## src/i2cbr_map.vh

```
// constants for the two-wire slave to usb data bridge
`ifndef I2CBR_MAP_VH
`define I2CBR_MAP_VH

`define I2CBR_CLK_MHZ      200
`define I2CBR_LAT_US       16
`define I2CBR_LAT_CYCLES   (`I2CBR_LAT_US * `I2CBR_CLK_MHZ)
`define I2CBR_RX_DEPTH     64
`define I2CBR_TX_DEPTH     64
`define I2CBR_GCALL_ADDR   8'h00
`define I2CBR_CMD_AVAIL    8'h0C
`define I2CBR_COUNT_SAT    8'hFF
`define I2CBR_IDLE_BYTE    8'hFF
`define I2CBR_BITS_BYTE    4'h8
`define I2CBR_RW_BIT       0

`endif

```

## src/i2cbr_sync.v

```verilog
// two flip-flop synchroniser for a single pin
`timescale 1ns/1ps
module i2cbr_sync (
    input  wire clk,
    input  wire rst,
    input  wire pinIn,
    output reg  pinOut_q
);
    reg stage1_q;

    // pins idle high, so reset to the released level
    always @(posedge clk) begin
        if (rst) begin
            stage1_q <= 1'b1;
            pinOut_q <= 1'b1;
        end else begin
            stage1_q <= pinIn;
            pinOut_q <= stage1_q;
        end
    end
endmodule // i2cbr_sync

```

## src/i2cbr_fifo.v

```verilog
// byte buffer with registered count and flags
`timescale 1ns/1ps
module i2cbr_fifo #(
    parameter W     = 8,
    parameter DEPTH = 64,
    parameter AW    = 6
) (
    input  wire          clk,
    input  wire          rst,
    input  wire          wrEn,
    input  wire [W-1:0]  wrData,
    input  wire          rdEn,
    output wire [W-1:0]  rdData,
    output reg  [AW:0]   count_q,
    output reg           notFull_q,
    output reg           notEmpty_q
);
    reg  [W-1:0]  mem [0:DEPTH-1];
    reg  [AW-1:0] wrPtr_q;
    reg  [AW-1:0] rdPtr_q;
    wire          doWr = wrEn & notFull_q;
    wire          doRd = rdEn & notEmpty_q;
    reg  [AW:0]   count_d;

    assign rdData = mem[rdPtr_q];

    // next occupancy; flags follow it so they are flops, not decodes
    always @* begin
        count_d = count_q;
        if (doWr & ~doRd)
            count_d = count_q + 1'b1;
        else if (doRd & ~doWr)
            count_d = count_q - 1'b1;
    end

    always @(posedge clk) begin
        if (doWr)
            mem[wrPtr_q] <= wrData;
    end

    // pointers wrap at DEPTH so any depth works, not only powers of two
    always @(posedge clk) begin
        if (rst) begin
            wrPtr_q    <= {AW{1'b0}};
            rdPtr_q    <= {AW{1'b0}};
            count_q    <= {(AW+1){1'b0}};
            notFull_q  <= 1'b1;
            notEmpty_q <= 1'b0;
        end else begin
            if (doWr)
                wrPtr_q <= (wrPtr_q == DEPTH-1) ? {AW{1'b0}} : wrPtr_q + 1'b1;
            if (doRd)
                rdPtr_q <= (rdPtr_q == DEPTH-1) ? {AW{1'b0}} : rdPtr_q + 1'b1;
            count_q    <= count_d;
            notFull_q  <= (count_d != DEPTH);
            notEmpty_q <= (count_d != {(AW+1){1'b0}});
        end
    end
endmodule // i2cbr_fifo

```

## src/i2cbr_bridge.v

```verilog
// two-wire bus slave bridging master writes upstream and host data to master reads
`timescale 1ns/1ps
`include "i2cbr_map.vh"
module i2cbr_bridge #(
    parameter RX_DEPTH   = `I2CBR_RX_DEPTH,
    parameter RX_AW      = 6,
    parameter TX_DEPTH   = `I2CBR_TX_DEPTH,
    parameter TX_AW      = 6,
    parameter LAT_CYCLES = `I2CBR_LAT_CYCLES
) (
    input  wire             core_clk,
    input  wire             sys_rst,
    input  wire             sclIn,
    input  wire             sdaIn,
    output reg              sdaOut_q,
    output reg              sdaOe_q,
    input  wire [6:0]       cfgSlaveAddr,
    input  wire             cfgChargeEnable,
    input  wire             cfgChargeActiveLow,
    input  wire             usbSuspended,
    input  wire             dcpDetected,
    output reg              chargeDetect_q,
    input  wire             txWrValid,
    input  wire [7:0]       txWrData,
    output wire             txWrReady,
    output reg              upValid_q,
    output reg  [7:0]       upData_q,
    input  wire             upReady,
    output wire [RX_AW:0]   rxLevel,
    output wire [TX_AW:0]   txLevel
);
    // bus states
    localparam ST_IDLE  = 4'd0;
    localparam ST_ADDR  = 4'd1;
    localparam ST_AACK  = 4'd2;
    localparam ST_WDATA = 4'd3;
    localparam ST_WACK  = 4'd4;
    localparam ST_RDATA = 4'd5;
    localparam ST_RACK  = 4'd6;
    localparam ST_GCMD  = 4'd7;
    localparam ST_GACK  = 4'd8;
    localparam ST_SKIP  = 4'd9;

    wire        sclS;
    wire        sdaS;
    reg         sclPrev_q;
    reg         sdaPrev_q;
    reg  [3:0]  state_q;
    reg  [3:0]  bitCnt_q;
    reg  [7:0]  shiftIn_q;
    reg  [7:0]  shiftOut_q;
    reg         isRead_q;
    reg         isGcall_q;
    reg         availPend_q;
    reg         rxPush;
    reg         txPop;
    reg         rxPop;
    reg         flush_q;
    reg  [31:0] latCnt_q;
    wire [7:0]  rxHead;
    wire [7:0]  txHead;
    wire        rxNotFull;
    wire        rxNotEmpty;
    wire        txNotEmpty;
    wire [RX_AW:0] rxCount;
    wire [TX_AW:0] txCount;

    // bus pins cross into core_clk first; the slave never drives the clock
    i2cbr_sync u_sclSync (
        .clk     (core_clk),
        .rst     (sys_rst),
        .pinIn   (sclIn),
        .pinOut_q(sclS)
    );
    i2cbr_sync u_sdaSync (
        .clk     (core_clk),
        .rst     (sys_rst),
        .pinIn   (sdaIn),
        .pinOut_q(sdaS)
    );

    // master write data waiting to go upstream
    i2cbr_fifo #(.W(8), .DEPTH(RX_DEPTH), .AW(RX_AW)) u_rxBuf (
        .clk       (core_clk),
        .rst       (sys_rst),
        .wrEn      (rxPush),
        .wrData    (shiftIn_q),
        .rdEn      (rxPop),
        .rdData    (rxHead),
        .count_q   (rxCount),
        .notFull_q (rxNotFull),
        .notEmpty_q(rxNotEmpty)
    );

    // host data waiting for master reads, kept in arrival order
    i2cbr_fifo #(.W(8), .DEPTH(TX_DEPTH), .AW(TX_AW)) u_txBuf (
        .clk       (core_clk),
        .rst       (sys_rst),
        .wrEn      (txWrValid),
        .wrData    (txWrData),
        .rdEn      (txPop),
        .rdData    (txHead),
        .count_q   (txCount),
        .notFull_q (txWrReady),
        .notEmpty_q(txNotEmpty)
    );

    assign rxLevel = rxCount;
    assign txLevel = txCount;

    // count of host bytes clipped to one byte for the status command
    // widened first so any buffer depth, small or large, compares cleanly
    function [7:0] satCount;
        input [TX_AW:0] cnt;
        reg   [31:0]    wide;
        begin
            wide = {{(31-TX_AW){1'b0}}, cnt};
            if (wide >= {24'h00_0000, `I2CBR_COUNT_SAT})
                satCount = `I2CBR_COUNT_SAT;
            else
                satCount = wide[7:0];
        end
    endfunction

    wire [7:0] availCnt = satCount(txCount);

    // edges found on synchronised copies; at 200 MHz a 3.4 Mbit/s bit
    // still spans dozens of cycles, so no edge is missed
    wire sclRise = sclS & ~sclPrev_q;
    wire sclFall = ~sclS & sclPrev_q;
    wire startC  = sclS & sclPrev_q & ~sdaS & sdaPrev_q;
    wire stopC   = sclS & sclPrev_q & sdaS & ~sdaPrev_q;
    wire byteIn  = (bitCnt_q == `I2CBR_BITS_BYTE);

    // address match uses the stored address only; no bus baud setting exists
    wire addrHit = (shiftIn_q[7:1] == cfgSlaveAddr);
    wire rdReq   = shiftIn_q[`I2CBR_RW_BIT];
    wire gcHit   = (shiftIn_q == `I2CBR_GCALL_ADDR);
    wire rdOk    = txNotEmpty | availPend_q;

    // pushes and pops happen on the single cycle of the scl edge
    always @* begin
        rxPush = 1'b0;
        txPop  = 1'b0;
        if (!startC && !stopC && sclFall) begin
            if (state_q == ST_WDATA && byteIn && rxNotFull)
                rxPush = 1'b1;
            if (state_q == ST_AACK && isRead_q && !isGcall_q && !availPend_q)
                txPop = 1'b1;
            if (state_q == ST_RACK && !sdaOe_q && isRead_q && !sdaPrev_q)
                txPop = 1'b1;
        end
    end

    // bus state machine
    always @(posedge core_clk) begin
        if (sys_rst) begin
            sclPrev_q   <= 1'b1;
            sdaPrev_q   <= 1'b1;
            state_q     <= ST_IDLE;
            bitCnt_q    <= 4'h0;
            shiftIn_q   <= 8'h00;
            shiftOut_q  <= 8'h00;
            isRead_q    <= 1'b0;
            isGcall_q   <= 1'b0;
            availPend_q <= 1'b0;
            sdaOut_q    <= 1'b0;
            sdaOe_q     <= 1'b0;
        end else begin
            sclPrev_q <= sclS;
            sdaPrev_q <= sdaS;
            sdaOut_q  <= 1'b0;          // open drain: only ever pulls low
            if (startC) begin
                // a start in mid message is a repeated start
                state_q  <= ST_ADDR;
                bitCnt_q <= 4'h0;
                sdaOe_q  <= 1'b0;
            end else if (stopC) begin
                state_q <= ST_IDLE;
                sdaOe_q <= 1'b0;
            end else begin
                // receiving states take one bit per rising clock, msb first
                if (sclRise && (state_q == ST_ADDR || state_q == ST_WDATA ||
                                state_q == ST_GCMD)) begin
                    shiftIn_q <= {shiftIn_q[6:0], sdaS};
                    bitCnt_q  <= bitCnt_q + 4'h1;
                end
                if (sclRise && state_q == ST_RDATA)
                    bitCnt_q <= bitCnt_q + 4'h1;
                // master answer to our byte, held in isRead_q for the fall
                if (sclRise && state_q == ST_RACK)
                    isRead_q <= ~sdaS;
                if (sclFall) begin
                    case (state_q)
                        ST_ADDR: if (byteIn) begin
                            if (gcHit) begin
                                isGcall_q <= 1'b1;
                                isRead_q  <= 1'b0;
                                sdaOe_q   <= 1'b1;
                                state_q   <= ST_AACK;
                            end else if (addrHit && (!rdReq || rdOk)) begin
                                isGcall_q <= 1'b0;
                                isRead_q  <= rdReq;
                                sdaOe_q   <= 1'b1;
                                state_q   <= ST_AACK;
                            end else
                                state_q <= ST_SKIP;
                        end
                        ST_AACK: begin
                            bitCnt_q <= 4'h0;
                            if (isGcall_q) begin
                                sdaOe_q <= 1'b0;
                                state_q <= ST_GCMD;
                            end else if (isRead_q) begin
                                // status byte first if it was asked for
                                if (availPend_q) begin
                                    shiftOut_q  <= availCnt;
                                    sdaOe_q     <= ~availCnt[7];
                                    availPend_q <= 1'b0;
                                end else begin
                                    shiftOut_q <= txHead;
                                    sdaOe_q    <= ~txHead[7];
                                end
                                state_q <= ST_RDATA;
                            end else begin
                                sdaOe_q <= 1'b0;
                                state_q <= ST_WDATA;
                            end
                        end
                        ST_WDATA: if (byteIn) begin
                            // a full buffer refuses the byte with a not-acknowledge
                            sdaOe_q <= rxNotFull;
                            state_q <= rxNotFull ? ST_WACK : ST_SKIP;
                        end
                        ST_WACK: begin
                            sdaOe_q  <= 1'b0;
                            bitCnt_q <= 4'h0;
                            state_q  <= ST_WDATA;
                        end
                        ST_GCMD: if (byteIn) begin
                            if (shiftIn_q == `I2CBR_CMD_AVAIL) begin
                                sdaOe_q <= 1'b1;
                                state_q <= ST_GACK;
                            end else
                                state_q <= ST_SKIP;
                        end
                        ST_GACK: begin
                            // the count is returned on the next read to us
                            sdaOe_q     <= 1'b0;
                            availPend_q <= 1'b1;
                            state_q     <= ST_SKIP;
                        end
                        ST_RDATA: begin
                            if (byteIn) begin
                                sdaOe_q <= 1'b0;
                                state_q <= ST_RACK;
                            end else begin
                                shiftOut_q <= {shiftOut_q[6:0], 1'b0};
                                sdaOe_q    <= ~shiftOut_q[6];
                            end
                        end
                        ST_RACK: begin
                            bitCnt_q <= 4'h0;
                            if (isRead_q) begin
                                // an empty buffer gives idle-high filler bytes
                                if (txNotEmpty) begin
                                    shiftOut_q <= txHead;
                                    sdaOe_q    <= ~txHead[7];
                                end else begin
                                    shiftOut_q <= `I2CBR_IDLE_BYTE;
                                    sdaOe_q    <= 1'b0;
                                end
                                state_q <= ST_RDATA;
                            end else begin
                                sdaOe_q <= 1'b0;
                                state_q <= ST_SKIP;
                            end
                        end
                        ST_SKIP: sdaOe_q <= 1'b0;
                        ST_IDLE: sdaOe_q <= 1'b0;
                        default: begin
                            sdaOe_q <= 1'b0;
                            state_q <= ST_IDLE;
                        end
                    endcase
                end
            end
        end
    end

    // latency timer runs while unsent data waits; full or timeout starts a flush
    always @(posedge core_clk) begin
        if (sys_rst) begin
            latCnt_q <= 32'h0000_0000;
            flush_q  <= 1'b0;
        end else begin
            if (!rxNotFull || (latCnt_q >= LAT_CYCLES - 1)) begin
                flush_q  <= 1'b1;
                latCnt_q <= 32'h0000_0000;
            end else if (flush_q && !rxNotEmpty && !upValid_q) begin
                flush_q <= 1'b0;
            end
            if (flush_q || !rxNotEmpty)
                latCnt_q <= 32'h0000_0000;
            else if (rxNotFull && (latCnt_q < LAT_CYCLES - 1))
                latCnt_q <= latCnt_q + 32'h0000_0001;
        end
    end

    // upstream drain; a stalled upReady simply holds the byte
    always @* begin
        rxPop = flush_q & rxNotEmpty & (~upValid_q | upReady);
    end

    always @(posedge core_clk) begin
        if (sys_rst) begin
            upValid_q <= 1'b0;
            upData_q  <= 8'h00;
        end else if (rxPop) begin
            upValid_q <= 1'b1;
            upData_q  <= rxHead;
        end else if (upReady) begin
            upValid_q <= 1'b0;
        end
    end

    // charger flag only while suspended; polarity from the io pin setting
    always @(posedge core_clk) begin
        if (sys_rst)
            chargeDetect_q <= 1'b0;
        else
            chargeDetect_q <= (cfgChargeEnable & usbSuspended & dcpDetected)
                              ^ cfgChargeActiveLow;
    end
endmodule // i2cbr_bridge

```

## config.mk

```make
export PLATFORM = sky130hd
export DESIGN_NAME = i2cbr_bridge
export DESIGN_NICKNAME = d
export VERILOG_FILES = /design/src/i2cbr_sync.v /design/src/i2cbr_fifo.v /design/src/i2cbr_bridge.v
export VERILOG_INCLUDE_DIRS = /design/src /design/src/src
export SDC_FILE = /design/constraint.sdc
export NUM_CORES = 1
export LEC_CHECK = 0
export BUFFER_PORTS_ARGS = -buffer_cell sky130_fd_sc_hd__buf_2
export CORE_MARGIN = 8
export CORE_UTILIZATION = 67
export DETAILED_ROUTE_END_ITERATION = 12
export PLACE_DENSITY = 0.84
export SLEW_MARGIN = 10
export SYNTH_ARGS = -nofsm -noshare
export SYNTH_HDL_FRONTEND = slang
export SYNTH_SLANG_ARGS = --single-unit
```

## constraint.sdc

```tcl
create_clock -name core_clk -period 6.1 [get_ports core_clk]
set_clock_uncertainty 0.2 [all_clocks]
set_input_delay 1.22 -clock core_clk [delete_from_list [all_inputs] [get_ports core_clk]]
set_output_delay 1.22 -clock core_clk [all_outputs]
set_load 0.005 [all_outputs]
```

==> metrics.txt <==
Leak=15.6 nW; largest cells by area after synthesis=edfxtp_1 68%, mux4_2 13%, dfxtp_1 5.5%, nor2_1 1.8%, a22oi_1 1.3%; top-area cell type share of the netlist area=68.2%; cell count after synthesis=2447; cell chain of the critical path=nand3b_1, nor4_2, and2_0, nand3_1, nor2_1; critical path's slowest cell=nor4_2; IO Port Bufs=50; Worst VDD drop=351 uV; Final Slew Violations=0; grt ovf=0; startpoint types=register; most numerous cell in the Yosys netlist=edfxtp_1; layout cell share with drive strength beyond 1=21.1%; largest net degree at the start of global routing=70; H-tree depth=3; vias in the first global route=24700; CTS root buf=clkbuf_16; Worst path max stage delay=900 ps; reg-to-reg endpoint=u_rxBuf.mem[31][5]; post-synth top area cell=edfxtp_1; die height=275 um; mean post-synth cell area=18.4 um2; Netlist cell types=80; antenna violations before repair=0; Final GP Congestion=0.898; Post-DRT Antenna Nets=0; cells on worst reg2reg path=5; Worst Path Required=6200 ps; critical path launch point=state_q[1]; max_slew headroom=12.9%; n_diodes=0; Tmin final=4230 ps; DR pass1 iterations=9; area of the multi-input gates=11200 um2; power density cells=326 nW/um2; Via density=7.10; Top Ports=52; unrepaired setup endpoints after global routing=no; Worst path depth=5; design area=49500 um2; post-synthesis sequential area ratio=73.7%; Synth async-reset ratio=0%; average wire per standard cell=31.2 um; synth warn=0; reg2reg start=state_q[1]; CTS max path bufs=3; CTS tree=yes; Area Growth Syn to Fin=9.91%; cts hold-fix bufs=0; DRT iter0 DRCs=3770; gr usage total=29.0%; CP Capture Type=register; CTS Buf Count=106; Hold/Removal Path Class=reg -> reg; DIE AREA=75800 um2; final critical-path share of the clock period=69.4%; Arr. time, crit path=4330 ps; CP max FO=19; synthesized area=45100 um2; most instantiated cells after synthesis=1024 x edfxtp_1, 260 x mux4_2, 218 x nor2_1; run status=finished clean; crit path buf inv count=0; Die W=275 um; core area=66900 um2; Post-Route WL=109000 um; delay-heaviest family, CP=simple AND/OR/NAND/NOR gates; Post-synth EDFFs=1024; Initial Util=67.4%; Util after Layout=74.0%; Clock Latency Late Sink=680 ps; # rows=95; Setup CP Type=reg -> reg; Fmax=0.236 GHz; first-pass GRT wire length=162000 um; final setup vio count=0; register area=33300 um2; Final #Nets=2552; Fillers=3493; clock-pin slew on the worst setup and hold paths=60 ps; main flop type after synthesis=edfxtp_1; worst-margin pin slew=1310 ps; MaxCap Viol Count=0; post-cts sizing count=0; detailed placement HPWL=61000 um; Hold Slack=210 ps; CP Capture Point=u_rxBuf.mem[31][5]; number of remaining DRC errors=0; Hold Violations, Final=0; DP Area=46200 um2; setup_tns=0 ps; vias=24700; number of synthesized register bits=1148; worst reg-to-reg setup slack=1870 ps; Setup Fix Bufs, Post-CTS=0; clock sinks=1148
[cell type report]
type / count / share of cell area [%]
clock buffers: 136 / 5.75
clock inverters: 64 / 1.06
inverters: 17 / 0.129
multi-input cells: 1165 / 22.7
flip-flops and latches: 1148 / 67.1
well taps: 873 / 2.20
repair buffers: 78 / 1.04
[state kept, by name, summed over array words and instances, names as in the netlist, 4 cells and up, named ones only]
signal,cells
bitCnt_q,4
u_txBuf.wrPtr_q,6
u_rxBuf.mem,512
u_txBuf.rdPtr_q,6
u_txBuf.mem,512
state_q,4
u_rxBuf.wrPtr_q,6
latCnt_q,32
u_rxBuf.rdPtr_q,6
shiftOut_q,7
shiftIn_q,8
u_txBuf.count_q,7
u_rxBuf.count_q,7
upData_q,8
[where the power goes]
part	switching [mW]	internal (mW)
clock	2.89	3.60
sequential	0.121	8.55
combinational	0.512	0.467
[routing by layer]
layer  share of wire [%]  global-route usage, %
met1                  34                   36.7
met2                  50                   48.8
met3                 9.9                   5.05
met4                 6.0                   14.4
met5                   0                      0
[through the flow]
stage | setup slack, ps | std cells | power, mW
after floorplan | 2990 | 2467 | 9.48
after global placement | 2210 | 3281 | 9.74
after detailed placement | 2020 | 3281 | 9.79
after CTS | 1990 | 3481 | 16.2
after global routing | 1690 | 3481 | 16.5
final | 1870 | 3481 | 16.1
[logic make-up (layout without fill, tap and decap cells)]
family                   Yosys count  after routing  share of synthesized area [%]
AND/OR/NAND/NOR                  530            530                           5.60
adder cells (fa/ha/maj)           11             11                          0.305
other                              1             21                        0.00832
buffers and inverters            154            295                           1.55
flip-flops                      1148           1148                           73.7
AO/OA/AOI/OAI                    243            243                           3.69
XOR/XNOR                          49             49                          0.952
multiplexers                     311            311                           14.2
[worst min path at each step]
stage / from / end / cells after the start
4_1_cts: u_sdaSync.stage1_q / u_sdaSync.pinOut_q / 1
6_report: u_sdaSync.stage1_q / u_sdaSync.pinOut_q / 1
5_1_grt: u_sdaSync.stage1_q / u_sdaSync.pinOut_q / 1
2_1_floorplan: u_sclSync.stage1_q / u_sclSync.pinOut_q / 1
3_3_place_gp: u_sdaSync.stage1_q / u_sdaSync.pinOut_q / 1
3_5_place_dp: u_sdaSync.stage1_q / u_sdaSync.pinOut_q / 1
[placed cells by master, fill, tap and decap left out, drive strengths merged, types with 44 or more instances in the layout]
cell    instances
mux4          261
clkbuf        136
edfxtp       1024
buf            78
a21oi          50
nor2          219
nand2         112
mux2i          46
a22oi          77
clkinv         49
nand3          44
dfxtp         124
(Power assumes the default switching activity.)
